[config.mk]
export PLATFORM = sky130hd
export DESIGN_NAME = cbcs_sequencer
export DESIGN_NICKNAME = d
export VERILOG_FILES = /design/src/pkg/cbcs_pkg.sv /design/src/hw/cbcs_phase_gen.sv /design/src/hw/cbcs_sequencer.sv
export SDC_FILE = /design/constraint.sdc
export NUM_CORES = 1
export LEC_CHECK = 0
export ABC_AREA = 1
export BUFFER_PORTS_ARGS = -buffer_cell sky130_fd_sc_hd__buf_4
export CORE_AREA = 5 5 101 103
export CTS_CLUSTER_DIAMETER = 50
export DETAILED_ROUTE_END_ITERATION = 7
export DIE_AREA = 0 0 106 108
export GPL_TIMING_DRIVEN = 0
export HOLD_SLACK_MARGIN = 0.1
export PLACE_DENSITY = 0.74
export SYNTH_ARGS = -nofsm -noshare
export SYNTH_HDL_FRONTEND = slang
export SYNTH_HIERARCHICAL = 1
export SYNTH_SLANG_ARGS = --single-unit
[constraint.sdc]
create_clock -name ref_clk_i -period 1.8 [get_ports ref_clk_i]
set_clock_uncertainty 0.15 [all_clocks]
set_input_delay 0.18 -clock ref_clk_i [delete_from_list [all_inputs] [get_ports ref_clk_i]]
set_output_delay 0.18 -clock ref_clk_i [all_outputs]
set_load 0.02 [all_outputs]
[src/pkg/cbcs_pkg.sv]
package cbcs_pkg;

  // ----------------------------------------------------------------
  // Timing
  // ----------------------------------------------------------------
  localparam int REF_PERIOD_NS = 4;
  localparam int TSTATE_NS = 16;
  localparam int TICKS_PER_T = TSTATE_NS / REF_PERIOD_NS;
  localparam logic [1:0] PH_PHI1 = 2'h0;
  localparam logic [1:0] PH_GAP1 = 2'h1;
  localparam logic [1:0] PH_PHI2 = 2'h2;
  localparam logic [1:0] PH_GAP2 = 2'h3;
  localparam logic [2:0] T_MIN = 3'h3;
  localparam logic [2:0] T_MAX = 3'h5;
  localparam logic [2:0] M_MAX = 3'h5;

  // ----------------------------------------------------------------
  // Status word bit positions
  // ----------------------------------------------------------------
  localparam int STS_IRQ_ACK = 0;
  localparam int STS_WR_N = 1;
  localparam int STS_STACK = 2;
  localparam int STS_HALT = 3;
  localparam int STS_OUT = 4;
  localparam int STS_FETCH = 5;
  localparam int STS_IN = 6;
  localparam int STS_MEM_READ_FLAG = 7;

  // ----------------------------------------------------------------
  // Reset values
  // ----------------------------------------------------------------
  localparam logic [7:0] RST_BYTE = 8'h00;
  localparam logic [15:0] RST_ADDR = 16'h0000;
  localparam logic [2:0] RST_MCYCLE = 3'h0;

  typedef enum logic [3:0] {
    CYC_FETCH = 4'h0, CYC_MEM_RD = 4'h1, CYC_MEM_WR = 4'h2,
    CYC_STK_RD = 4'h3, CYC_STK_WR = 4'h4, CYC_IN_RD = 4'h5,
    CYC_OUT_WR = 4'h6, CYC_IRQ_ACK = 4'h7, CYC_HALT_ACK = 4'h8,
    CYC_IRQ_HALT = 4'h9, CYC_NULL = 4'hA
  } cbcs_cyc_t;

  typedef enum logic [2:0] {
    S_IDLE = 3'h0, S_T1 = 3'h1, S_T2 = 3'h2, S_WAIT = 3'h3,
    S_T3 = 3'h4, S_T4 = 3'h5, S_T5 = 3'h6, S_HOLD = 3'h7
  } cbcs_state_t;

  // Codes above the eleven known types fall back to the null word.
  function automatic logic [7:0] status_word(input cbcs_cyc_t t);
    case (t)
      CYC_FETCH: status_word = 8'hA2;
      CYC_MEM_RD: status_word = 8'h82;
      CYC_MEM_WR: status_word = 8'h00;
      CYC_STK_RD: status_word = 8'h86;
      CYC_STK_WR: status_word = 8'h04;
      CYC_IN_RD: status_word = 8'h42;
      CYC_OUT_WR: status_word = 8'h10;
      CYC_IRQ_ACK: status_word = 8'h23;
      CYC_HALT_ACK: status_word = 8'h8A;
      CYC_IRQ_HALT: status_word = 8'h2B;
      default: status_word = 8'h02;
    endcase
  endfunction

endpackage

[src/hw/cbcs_phase_gen.sv]
`timescale 1ns/1ns
// Splits each T state into phase one, gap, phase two, gap.
module cbcs_phase_gen (
  // Clock and reset
  input wire logic ref_clk_i,
  input wire logic rst_b_i,
  // Phase
  output logic [1:0] phase_o,
  output logic phi1_o,
  output logic phi2_o
);

  logic [1:0] next_phase;

  assign next_phase = phase_o + 2'h1;

  // ----------------------------------------------------------------
  // Phase counter
  // ----------------------------------------------------------------
  // The two phases are decoded from the next count, so they can never
  // overlap and a gap always follows phase two.
  always_ff @(posedge ref_clk_i or negedge rst_b_i) begin
    if (!rst_b_i) begin
      phase_o <= cbcs_pkg::PH_GAP2;
      phi1_o <= 1'b0;
      phi2_o <= 1'b0;
    end else begin
      phase_o <= next_phase;
      phi1_o <= (next_phase == cbcs_pkg::PH_PHI1);
      phi2_o <= (next_phase == cbcs_pkg::PH_PHI2);
    end
  end
endmodule

[src/hw/cbcs_sequencer.sv]
`timescale 1ns/1ns
module cbcs_sequencer (
  // Clock and reset
  input wire logic ref_clk_i,
  input wire logic rst_b_i,
  // Machine cycle request
  input wire logic cyc_valid_i,
  input wire logic [3:0] cyc_type_i,
  input wire logic [2:0] cyc_states_i,
  input wire logic cyc_last_i,
  input wire logic [15:0] cyc_addr_i,
  input wire logic [7:0] cyc_wdata_i,
  output logic cyc_take_o,
  // Control pins
  input wire logic hold_req_i,
  input wire logic ready_i,
  output logic hold_grant_o,
  output logic wait_o,
  output logic sync_o,
  output logic bus_read_strobe_o,
  output logic wr_n_o,
  // Address and data bus
  output logic [15:0] addr_o,
  output logic addr_oe_o,
  input wire logic [7:0] db_i,
  output logic [7:0] db_o,
  output logic db_oe_o,
  // Results and state
  output logic [7:0] rdata_o,
  output logic rdata_valid_o,
  output logic [7:0] opcode_o,
  output logic [2:0] tstate_o,
  output logic [2:0] mcycle_o,
  output logic phi1_o,
  output logic phi2_o
);

  logic [1:0] phase;
  logic at_p2;
  logic at_t_end;
  logic take;
  logic rdy_q;
  logic first_pend;
  logic is_write;
  logic is_read;
  logic float_bus;
  logic [2:0] nstates;
  logic [2:0] next_nstates;
  logic [7:0] cur_sts;
  logic [15:0] cur_addr;
  logic [7:0] cur_wdata;
  cbcs_pkg::cbcs_cyc_t cur_type;
  cbcs_pkg::cbcs_cyc_t next_type;
  cbcs_pkg::cbcs_state_t state;
  cbcs_pkg::cbcs_state_t next_state;
  cbcs_pkg::cbcs_state_t end_state;

  cbcs_phase_gen u_phase (
    .ref_clk_i(ref_clk_i),
    .rst_b_i(rst_b_i),
    .phase_o(phase),
    .phi1_o(phi1_o),
    .phi2_o(phi2_o)
  );

  // ----------------------------------------------------------------
  // Decode helpers
  // ----------------------------------------------------------------
  assign at_p2 = (phase == cbcs_pkg::PH_GAP1);
  assign at_t_end = (phase == cbcs_pkg::PH_GAP2);
  assign is_write = !cur_sts[cbcs_pkg::STS_WR_N];
  // Halt acknowledge moves no data, so it never opens the bus for reading.
  assign is_read = cur_sts[cbcs_pkg::STS_WR_N] && (cur_type != cbcs_pkg::CYC_HALT_ACK);
  assign float_bus = (next_state == cbcs_pkg::S_IDLE) || (next_state == cbcs_pkg::S_HOLD);
  assign take = at_t_end && (next_state == cbcs_pkg::S_T1);

  // ----------------------------------------------------------------
  // State sequencing
  // ----------------------------------------------------------------
  always_comb begin
    if (hold_req_i) begin
      end_state = cbcs_pkg::S_HOLD;
    end else if (cyc_valid_i) begin
      end_state = cbcs_pkg::S_T1;
    end else begin
      end_state = cbcs_pkg::S_IDLE;
    end
  end

  always_comb begin
    next_state = state;
    if (at_t_end) begin
      case (state)
        cbcs_pkg::S_IDLE: next_state = end_state;
        cbcs_pkg::S_T1: next_state = cbcs_pkg::S_T2;
        cbcs_pkg::S_T2, cbcs_pkg::S_WAIT: begin
          next_state = rdy_q ? cbcs_pkg::S_T3 : cbcs_pkg::S_WAIT;
        end
        cbcs_pkg::S_T3: begin
          next_state = (nstates > cbcs_pkg::T_MIN) ? cbcs_pkg::S_T4 : end_state;
        end
        cbcs_pkg::S_T4: begin
          next_state = (nstates == cbcs_pkg::T_MAX) ? cbcs_pkg::S_T5 : end_state;
        end
        cbcs_pkg::S_T5: next_state = end_state;
        cbcs_pkg::S_HOLD: next_state = end_state;
        default: next_state = cbcs_pkg::S_IDLE;
      endcase
    end
  end

  // A new cycle starts at the boundary that opens phase one of T1.
  always_ff @(posedge ref_clk_i or negedge rst_b_i) begin
    if (!rst_b_i) begin
      state <= cbcs_pkg::S_IDLE;
    end else begin
      state <= next_state;
    end
  end

  // Ready is caught during phase one; the wait ends with that T state.
  always_ff @(posedge ref_clk_i or negedge rst_b_i) begin
    if (!rst_b_i) begin
      rdy_q <= 1'b0;
    end else if (phase == cbcs_pkg::PH_PHI1) begin
      rdy_q <= ready_i;
    end
  end

  // ----------------------------------------------------------------
  // Cycle acceptance
  // ----------------------------------------------------------------
  always_comb begin
    next_type = cbcs_pkg::cbcs_cyc_t'(cyc_type_i);
    if (cyc_type_i > 4'hA) begin
      next_type = cbcs_pkg::CYC_NULL;
    end
    // Only an interrupt acknowledge may stand in for the opcode fetch.
    if (first_pend && (next_type != cbcs_pkg::CYC_IRQ_ACK)
        && (next_type != cbcs_pkg::CYC_IRQ_HALT)) begin
      next_type = cbcs_pkg::CYC_FETCH;
    end
    if (cyc_states_i < cbcs_pkg::T_MIN) begin
      next_nstates = cbcs_pkg::T_MIN;
    end else if (cyc_states_i > cbcs_pkg::T_MAX) begin
      next_nstates = cbcs_pkg::T_MAX;
    end else begin
      next_nstates = cyc_states_i;
    end
  end

  always_ff @(posedge ref_clk_i or negedge rst_b_i) begin
    if (!rst_b_i) begin
      cur_type <= cbcs_pkg::CYC_NULL;
      cur_sts <= 8'h02;
      nstates <= cbcs_pkg::T_MIN;
      cur_addr <= cbcs_pkg::RST_ADDR;
      cur_wdata <= cbcs_pkg::RST_BYTE;
    end else if (take) begin
      cur_type <= next_type;
      cur_sts <= cbcs_pkg::status_word(next_type);
      nstates <= next_nstates;
      cur_addr <= cyc_addr_i;
      cur_wdata <= cyc_wdata_i;
    end
  end

  // Counts machine cycles of the instruction; the fifth always closes it.
  always_ff @(posedge ref_clk_i or negedge rst_b_i) begin
    if (!rst_b_i) begin
      first_pend <= 1'b1;
      mcycle_o <= cbcs_pkg::RST_MCYCLE;
    end else if (take) begin
      if (first_pend) begin
        mcycle_o <= 3'h1;
      end else begin
        mcycle_o <= mcycle_o + 3'h1;
      end
      first_pend <= cyc_last_i || (!first_pend && (mcycle_o + 3'h1 == cbcs_pkg::M_MAX));
    end
  end

  always_ff @(posedge ref_clk_i or negedge rst_b_i) begin
    if (!rst_b_i) begin
      cyc_take_o <= 1'b0;
    end else begin
      cyc_take_o <= take;
    end
  end

  // ----------------------------------------------------------------
  // Control pins
  // ----------------------------------------------------------------
  always_ff @(posedge ref_clk_i or negedge rst_b_i) begin
    if (!rst_b_i) begin
      sync_o <= 1'b0;
    end else if (at_p2) begin
      sync_o <= (state == cbcs_pkg::S_T1);
    end
  end

  always_ff @(posedge ref_clk_i or negedge rst_b_i) begin
    if (!rst_b_i) begin
      wait_o <= 1'b0;
      hold_grant_o <= 1'b0;
      wr_n_o <= 1'b1;
      tstate_o <= cbcs_pkg::S_IDLE;
    end else begin
      wait_o <= (next_state == cbcs_pkg::S_WAIT);
      hold_grant_o <= (next_state == cbcs_pkg::S_HOLD);
      wr_n_o <= !((next_state == cbcs_pkg::S_T3) && is_write);
      tstate_o <= next_state;
    end
  end

  // The strobe opens at phase two of T2 and spans any wait states.
  always_ff @(posedge ref_clk_i or negedge rst_b_i) begin
    if (!rst_b_i) begin
      bus_read_strobe_o <= 1'b0;
    end else if (float_bus) begin
      bus_read_strobe_o <= 1'b0;
    end else if (at_p2) begin
      if (state == cbcs_pkg::S_T2) begin
        bus_read_strobe_o <= is_read;
      end else if (state != cbcs_pkg::S_WAIT) begin
        bus_read_strobe_o <= 1'b0;
      end
    end
  end

  // ----------------------------------------------------------------
  // Address bus
  // ----------------------------------------------------------------
  // The address stays through T4 and T5 as well, so it is still there
  // after T3 when the fetched byte has been taken in.
  always_ff @(posedge ref_clk_i or negedge rst_b_i) begin
    if (!rst_b_i) begin
      addr_o <= cbcs_pkg::RST_ADDR;
      addr_oe_o <= 1'b0;
    end else if (float_bus) begin
      addr_oe_o <= 1'b0;
    end else if (at_p2 && (state == cbcs_pkg::S_T1)) begin
      addr_o <= cur_addr;
      addr_oe_o <= 1'b1;
    end
  end

  // ----------------------------------------------------------------
  // Data bus
  // ----------------------------------------------------------------
  always_ff @(posedge ref_clk_i or negedge rst_b_i) begin
    if (!rst_b_i) begin
      db_o <= cbcs_pkg::RST_BYTE;
      db_oe_o <= 1'b0;
    end else if (float_bus || (next_state == cbcs_pkg::S_T4)
                 || (next_state == cbcs_pkg::S_T5)) begin
      db_oe_o <= 1'b0;
    end else if (at_p2) begin
      case (state)
        cbcs_pkg::S_T1: begin
          db_o <= cur_sts;
          db_oe_o <= 1'b1;
        end
        cbcs_pkg::S_T2: begin
          db_o <= cur_wdata;
          db_oe_o <= is_write;
        end
        cbcs_pkg::S_WAIT, cbcs_pkg::S_T3: begin
          db_oe_o <= db_oe_o;
        end
        default: db_oe_o <= 1'b0;
      endcase
    end
  end

  // ----------------------------------------------------------------
  // Read capture
  // ----------------------------------------------------------------
  // Data is taken at phase two of T3, after any wait time was spent.
  always_ff @(posedge ref_clk_i or negedge rst_b_i) begin
    if (!rst_b_i) begin
      rdata_o <= cbcs_pkg::RST_BYTE;
      rdata_valid_o <= 1'b0;
      opcode_o <= cbcs_pkg::RST_BYTE;
    end else begin
      rdata_valid_o <= 1'b0;
      if (at_p2 && (state == cbcs_pkg::S_T3) && is_read) begin
        rdata_o <= db_i;
        rdata_valid_o <= 1'b1;
        if (cur_sts[cbcs_pkg::STS_FETCH]) begin
          opcode_o <= db_i;
        end
      end
    end
  end
endmodule

### Word level (Yosys, flattened, before mapping)

Memory sizes are Yosys's and may differ from the RTL's. A register that Yosys moved wholly into a read port is not among the register bits.
Cells that the tools add are included.

| word-level totals | value |
|---|---|
| flip-flop bits (word level) | 92 |
| bits in read-only memories | 128 |
| bits of input ports | 45 |
| output and inout port bits | 57 |
| memories kept | 1 |

| operators by class | value |
|---|---|
| add/sub/neg operators | 2 |
| magnitude comparators | 4 |
| eq/ne operators | 23 |
| muxes and demuxes | 23 |
| bitwise operators | 2 |
| reductions and logical operators | 34 |

Memories:

| memory | words | width | read ports | clocked after memory_dff | write ports | line | source |
|---|---|---|---|---|---|---|---|
| (name not given) | 16 | 8 | 1 | 1 | 0 | cbcs_pkg.sv:50 | `case (t)` |

Operators by type and width:

| operator | count |
|---|---|
| $eq 3x3->1 const B | 10 |
| $mux 3 | 8 |
| $pmux 8 s2 | 1 |
| $pmux 3 s5 | 1 |
| $mux 1 | 10 |
| $eq 3x2->1 const B | 3 |
| $logic_and 1x1->1 | 9 |
| $mux 4 | 2 |
| $ne 4x4->1 const B | 2 |
| $reduce_and 2->1 | 4 |
| $reduce_bool 2->1 | 4 |
| $eq 3x1->1 const B | 2 |
| $logic_not 3->1 | 2 |
| $eq 2x2->1 const B | 2 |
| $gt 4x4->1 const B | 1 |
| $logic_not 1->1 | 4 |
| $logic_not 2->1 | 2 |
| $logic_or 1x1->1 | 4 |
| $ne 4x3->1 const B | 1 |
| $reduce_or 2->1 | 2 |
| $add 3x1->3 const B | 1 |
| $gt 3x2->1 const B | 1 |
| $gt 3x3->1 const B | 1 |
| $lt 3x2->1 const B | 1 |
| other kinds (9) | 10 |

### Logic depth before layout (Yosys ltp)

| depth | value |
|---|---|
| depth in word-level cells | 11 |
| depth in mapped cells | 14 |
| gate-level depth less buffers | 12 |

### By module

The synthesis kept the hierarchy.

By module, submodules not included:

| module | instances | cells each | area an instance (µm²) |
|---|---|---|---|
| cbcs_sequencer | 1 | 459 | 4156.5 |
| cbcs_phase_gen | 1 | 9 | 138.9 |

### Least setup slack after synthesis

Ideal clock, no wire load.

| path | value |
|---|---|
| path type | register to register |
| start | reg u_phase.phase_o[0] |
| end | reg cur_sts[0] |
| arrival time | 1.641 ns |
| data required time | 1.527 ns |
| setup slack | -0.114 ns |
| stages on the path, launching flop included | 14 |
| buffers on the path | 2 |
| period minus slack after synthesis | 1.914 ns |
| cell sequence | dfstp_2 nand2_1 clkinv_1 nand2_1 nor2_1 nand2_2 nor2_2 nor2_4 nor2_1 nand2_1 buf_6 buf_6 nand2_1 o21ai_1 |

| between the ends | value |
|---|---|
| cells in the longest elaborated chain, start to end | 4 |

Ends and longest elaborated chain:

| what | line | source |
|---|---|---|
| start, declared | cbcs_phase_gen.sv:8 | `output logic [1:0] phase_o,` |
| start signal, assigned | cbcs_phase_gen.sv:24 | `phase_o <= cbcs_pkg::PH_GAP2;` |
| start signal, assigned | cbcs_phase_gen.sv:28 | `phase_o <= next_phase;` |
| $eq 2x2->1 | cbcs_sequencer.sv:70 | `assign at_t_end = (phase == cbcs_pkg::PH_GAP2);` |
| $mux 3 | cbcs_sequencer.sv:92 | `if (at_t_end) begin` |
| net next_state[1] | cbcs_sequencer.sv:55 | `cbcs_pkg::cbcs_state_t next_state;` |
| $eq 3x1->1 | cbcs_sequencer.sv:75 | `assign take = at_t_end && (next_state == cbcs_pkg::S_T1);` |
| $logic_and 1x1->1 | cbcs_sequencer.sv:75 |  |
| end, declared | cbcs_sequencer.sv:49 | `logic [7:0] cur_sts;` |

The timed path passes the listed nets, and every way through them passes these cells.
A chain may end at the register's enable or synchronous reset.

### Final worst setup path

| path | value |
|---|---|
| start | reg nstates[0] |
| end | reg db_oe_o |

| between the ends | value |
|---|---|
| cells in the longest elaborated chain, start to end | 10 |
| elaborated cells on any way between the ends | 17 |
| classes of those cells | order compare: 1; eq/ne: 5; mux: 5; reduce/logical: 6 |

Ends and longest elaborated chain:

| what | line | source |
|---|---|---|
| start, declared | cbcs_sequencer.sv:47 | `logic [2:0] nstates;` |
| start signal, assigned | cbcs_sequencer.sv:156 | `nstates <= cbcs_pkg::T_MIN;` |
| start signal, assigned | cbcs_sequencer.sv:162 | `nstates <= next_nstates;` |
| $gt 3x2->1 / $eq 3x3->1 (equally long branches) | cbcs_sequencer.sv:100, cbcs_sequencer.sv:103 |  |
| $mux 3 (on tied branches) | cbcs_sequencer.sv:100, cbcs_sequencer.sv:103 |  |
| $pmux 3 s5 (*) | cbcs_sequencer.sv:93 | `case (state)` |
| $mux 3 (*) | cbcs_sequencer.sv:92 |  |
| $eq 3x3->1 / $logic_not 3->1 (equally long branches) | cbcs_sequencer.sv:74 | `assign float_bus = (next_state == cbcs_pkg::S_IDLE) \|\| (next_state == cbcs_pkg::S_HOLD);` |
| $logic_or 1x1->1 | cbcs_sequencer.sv:74 |  |
| $logic_or 1x1->1 | cbcs_sequencer.sv:255 | `end else if (float_bus \|\| (next_state == cbcs_pkg::S_T4)` |
| $logic_or 1x1->1 (*) | cbcs_sequencer.sv:256 | `\|\| (next_state == cbcs_pkg::S_T5)) begin` |
| $ne 2x2->1 (no line) / $reduce_bool 2->1 (equally long branches) | n/a |  |
| $reduce_and 2->1 (no line) | n/a |  |
| end signal, assigned | cbcs_sequencer.sv:266 | `db_oe_o <= is_write;` |
| end signal, assigned | cbcs_sequencer.sv:269 | `db_oe_o <= db_oe_o;` |
| end, declared | cbcs_sequencer.sv:27 | `output logic db_oe_o,` |

Mark *: on every way between the ends. The rest lies on a longest branch, timed or not.

==> PnR_summary.wiki <==
{| class="wikitable"
! Metric !! Value
|-
| Result of the run || finished, violations left
|-
| Violated checks || setup timing
|-
| Antenna Nets Post-Route || 0
|-
| Area of the core region || slightly above 9000 um^2
|-
| Setup slack after placement || -0.4726 ns
|-
| Port Buffers || 101
|-
| Post-Place Cell Area || 5214 um^2
|-
| 1st-iter DRT viols || 293
|-
| Static leakage || 3.407 nW
|-
| Die Y-Extent || 108 um
|-
| DIE WIDTH || 106 um
|-
| Synthesis Warnings || 6
|-
| Smallest setup slack after layout || -0.3513 ns
|-
| Kind of critical path || reg2reg
|-
| Number of top-level pins || roughly 100
|-
| Longest Clk Path Bufs || 2
|-
| Placed wire-length estimate || 7.231 mm
|-
| Min cycle time layout || roughly 2.2 ns
|-
| Xor/xnor share of the synthesized area || 0%
|-
| Final critical-path share of the clock period || 119.5%
|-
| Slew margin rel. || 40.55%
|-
| Root Buffer || sky130_fd_sc_hd__clkbuf_8
|-
| Final setup violation count || 53
|-
| Count of vias placed by the detailed router || 4,062
|-
| Category of cells accounting for the largest share of critical-path delay || simple AND/OR/NAND/NOR gates
|-
| Launching element type of the critical path || flip-flop
|-
| Vias in the first global route || slightly above 4,000
|-
| Worst hold slack across all endpoints || 0.1444 ns
|-
| Post-route total power || 10.17 mW
|-
| Final global-route overflow total || 0
|-
| FF-to-FF path depth || 10
|-
| Power per Cell Area || approximately 1500 nW/um^2
|-
| Number of antenna violations at the first check in global routing || 0
|-
| Via density || 5.208
|-
| Compound-Gate Fraction of Synth Area || approximately 7.5%
|-
| Achievable Freq || 0.4648 GHz
|-
| Average footprint of a synthesized cell || 9.178 um^2
|-
| Pin slew with the least headroom to its limit || 0.8917 ns
|-
| Class of the most critical hold timing path || in2reg
|-
| Required time worst endpoint || around 1.9 ns
|-
| Gpl congestion || approximately 0.91
|-
| Cell with the largest stage delay on the worst path || sky130_fd_sc_hd__dfstp_2
|-
| Final slew viol count || 0
|-
| Critical path data arrival time || 2.25 ns
|-
| Combinational family with the most area after synthesis || simple AND/OR/NAND/NOR gates
|-
| Mapped cell area || between 4000 and 5000 um^2
|-
| WP depth || 10
|-
| Flop and latch count out of synthesis || 100
|-
| Post-synthesis simple-gate area fraction || 22.37%
|-
| Clock power share || 15.5%
|-
| Clock latency at the later pin of the worst-skew pair || 0.36 ns
|-
| TritonCTS clock tree || built
|-
| Share of post-route cells with drive strength above 1 || a little over two fifths
|-
| Portion of netlist area occupied by mux cells || 4.457%
|-
| List of cells traversed by the critical path || nand3b_1 -> nand2_1 -> nand2_1 -> nand2_1 -> nand2_2 -> buf_6 -> a21oi_2 -> nand3_1 -> nand2_1 -> nor2_1
|-
| Most frequent cell on the critical path || sky130_fd_sc_hd__nand2_1
|-
| Maximum Capacitance Violations || 0
|-
| Final number of hold-violating endpoints || 0
|-
| Post-synthesis net count || 517
|-
| Initial standard-cell utilization of the core || 47.16%
|-
| Count of standard-cell rows || 35
|-
| Crit Path Max Fanout || 4
|-
| Synth unique cells || 31
|-
| Worst Setup End Kind || flip-flop
|-
| RSZ-0062 raised after global routing || true
|-
| Max rail drop VDD || 0.7515 mV
|-
| Total global routing track utilization || between 20% and 30%
|-
| Signed area change from the synthesized netlist to the final layout || 56.68%
|-
| Die area || 11,450 um^2
|-
| Maximum single-stage delay on the critical path || approximately 0.56 ns
|-
| First-pass GRT wire length || 19.86 mm
|-
| Hold Path Depth || 5
|-
| Post-detailed-route wirelength per cell || 16.64 um
|-
| Internal || 6.100 mW
|-
| Number of sinks handled by clock tree synthesis || 100
|-
| Total wirelength of the detailed-routed design || between 10 and 15 mm
|-
| Post-synthesis adder-cell area fraction || 1.165%
|-
| Most common cell after layout, fill and taps aside || sky130_fd_sc_hd__nand2_1
|-
| Final design area excluding fillers || approximately 6700 um^2
|-
| Post-Synthesis Cells || 468
|-
| Clock-pin transition on the worst setup and hold timing paths || 0.09 ns
|-
| Number of H-tree levels || 3
|-
| Sequential share of the synthesized area || 58.52%
|-
| Count of antenna diodes in the layout || 0
|-
| Leading cell types in the layout, fill and taps excluded || sky130_fd_sc_hd__nand2_1 (126), sky130_fd_sc_hd__buf_4 (122), sky130_fd_sc_hd__dfrtp_1 (88)
|-
| Layout Nets || 713
|-
| Switching fraction of total power || about two fifths
|-
| Switching power || 4.066 mW
|-
| Logic pwr share || 46.5%
|-
| Relative contribution of sequential cells to total power || 38.0%
|-
| Number of remaining DRC errors || 0
|-
| Clock buffers created by TritonCTS || 9
|-
| Bufs and invs on worst path || 1
|-
| Maximum number of pins on one net before global-route repair || 101
|-
| Layout Utilization || approximately 74%
|-
| Detailed-router iteration count before antenna repair || 5
|}
power groups by stage:
stage	Clock, mW	Sequential, mW	Combinational, mW
6_report	1.57	3.86	4.73
5_1_grt	1.69	3.97	5.10
4_1_cts	1.60	3.76	4.31
3_5_place_dp	0	3.77	3.65
3_3_place_gp	0	3.74	3.52
2_1_floorplan	0	4.26	1.70
worst register-to-register path, cell delays in order (launching register included):
cell,delay (ns)
sky130_fd_sc_hd__dfstp_2,0.56
sky130_fd_sc_hd__nand3b_1,0.16
sky130_fd_sc_hd__nand2_1,0.13
sky130_fd_sc_hd__nand2_1,0.08
sky130_fd_sc_hd__nand2_1,0.08
sky130_fd_sc_hd__nand2_2,0.08
sky130_fd_sc_hd__buf_6,0.14
sky130_fd_sc_hd__a21oi_2,0.24
sky130_fd_sc_hd__nand3_1,0.21
sky130_fd_sc_hd__nand2_1,0.16
sky130_fd_sc_hd__nor2_1,0.06
cell usage after synthesis:
| library cell | instances | area, um^2 |
|---|---|---|
| sky130_fd_sc_hd__inv_1 | 36 | 135.1 |
| sky130_fd_sc_hd__nand2_1 | 174 | 653.1 |
| sky130_fd_sc_hd__nand2_2 | 5 | 31.28 |
| sky130_fd_sc_hd__a21oi_2 | 1 | 8.760 |
| sky130_fd_sc_hd__o21ai_0 | 19 | 95.09 |
| sky130_fd_sc_hd__a21oi_1 | 6 | 30.03 |
| sky130_fd_sc_hd__a31oi_1 | 9 | 56.30 |
| sky130_fd_sc_hd__nor3_1 | 2 | 10.01 |
| sky130_fd_sc_hd__nand4_1 | 5 | 31.28 |
| sky130_fd_sc_hd__nand3b_1 | 2 | 15.01 |
| sky130_fd_sc_hd__o31ai_1 | 2 | 15.01 |
| sky130_fd_sc_hd__dfrtp_1 | 91 | 2277 |
| sky130_fd_sc_hd__o2111ai_1 | 1 | 8.760 |
| sky130_fd_sc_hd__dfstp_2 | 9 | 236.5 |
| sky130_fd_sc_hd__nand3_2 | 1 | 10.01 |
| sky130_fd_sc_hd__nor2_1 | 29 | 108.9 |
| sky130_fd_sc_hd__o21bai_4 | 1 | 18.77 |
| sky130_fd_sc_hd__a21boi_0 | 1 | 7.510 |
| sky130_fd_sc_hd__o21ai_1 | 13 | 65.06 |
| sky130_fd_sc_hd__buf_2 | 7 | 35.03 |
| sky130_fd_sc_hd__inv_2 | 5 | 18.77 |
| sky130_fd_sc_hd__mux2_2 | 17 | 191.4 |
| sky130_fd_sc_hd__clkinv_1 | 1 | 3.750 |
| sky130_fd_sc_hd__nor2_2 | 4 | 25.02 |
| sky130_fd_sc_hd__buf_6 | 5 | 56.30 |
| sky130_fd_sc_hd__ha_1 | 4 | 50.05 |
| sky130_fd_sc_hd__nand3_1 | 13 | 65.06 |
| sky130_fd_sc_hd__clkbuf_1 | 2 | 7.510 |
| sky130_fd_sc_hd__a21o_1 | 1 | 7.510 |
| sky130_fd_sc_hd__nor2_4 | 1 | 11.26 |
| sky130_fd_sc_hd__a32o_1 | 1 | 10.01 |
per-stage QoR:
step                TNS [ns]  cells
finish                -13.22    780
global route          -17.28    780
CTS                   -6.693    771
detailed placement    -24.19    680
global placement      -20.86    680
floorplan             -2.085    468
what timing repair did:
item | 4_1_cts | 5_1_grt
pin swaps | 14 | 13
gates cloned | 7 | 1
setup endpoints to repair | 88 | 74
hold endpoints to repair | 144 | 1
buffers inserted | 24 | 7
resized for setup | 70 | 68
hold buffers | 45 | 2
sequential cells by signal, indices dropped and copies added, names as in the netlist, 4 cells and up:
| register | flops |
|---|---|
| cur_sts | 8 |
| cur_addr | 16 |
| rdata_o | 8 |
| opcode_o | 8 |
| db_o | 8 |
| cur_wdata | 8 |
| cur_type | 4 |
| addr_o | 16 |
layout make-up:
cell class                      instances  area (um^2)
Tap cell                              111        138.9
Clock inverter                          5        85.08
Multi-Input combinational cell        312         1852
Timing Repair Buffer                  187         1685
Fill cell                             598         2379
Clock buffer                           11        131.4
Buffer                                 12        150.1
Inverter                               42        170.2
Sequential cell                       100         2517
kinds of logic after synthesis:
logic type / Yosys count
compound gates: 55
fa+ha+maj: 4
flops: 100
buf+inv: 56
mux: 17
simple gates: 236
layer usage:
layer  GRT usage, %  wire (um)  part of all wire, %  up-vias
li1               -          -                    -     1881
met1          26.47       5071                   39     1973
met2          38.07       6628                   51      164
met3          4.776        846                  6.5       44
met4          9.991        436                  3.4        0
met5              0          0                    0        -
worst paths after layout:
path | from | endpoint | slack, ns
setup / recovery | nstates[0] | db_oe_o | -0.35
hold / removal | cyc_type_i[0] | cur_sts[5] | 0.14
setup reg to reg | nstates[0] | db_oe_o | -0.35
hold reg to reg | cur_addr[14] | cur_addr[14] | 0.33
max in group asynchronous | rst_b_i | tstate_o[2] | 0.52
min in group asynchronous | rst_b_i | mcycle_o[0] | 0.34
(Power assumes the default switching activity.)
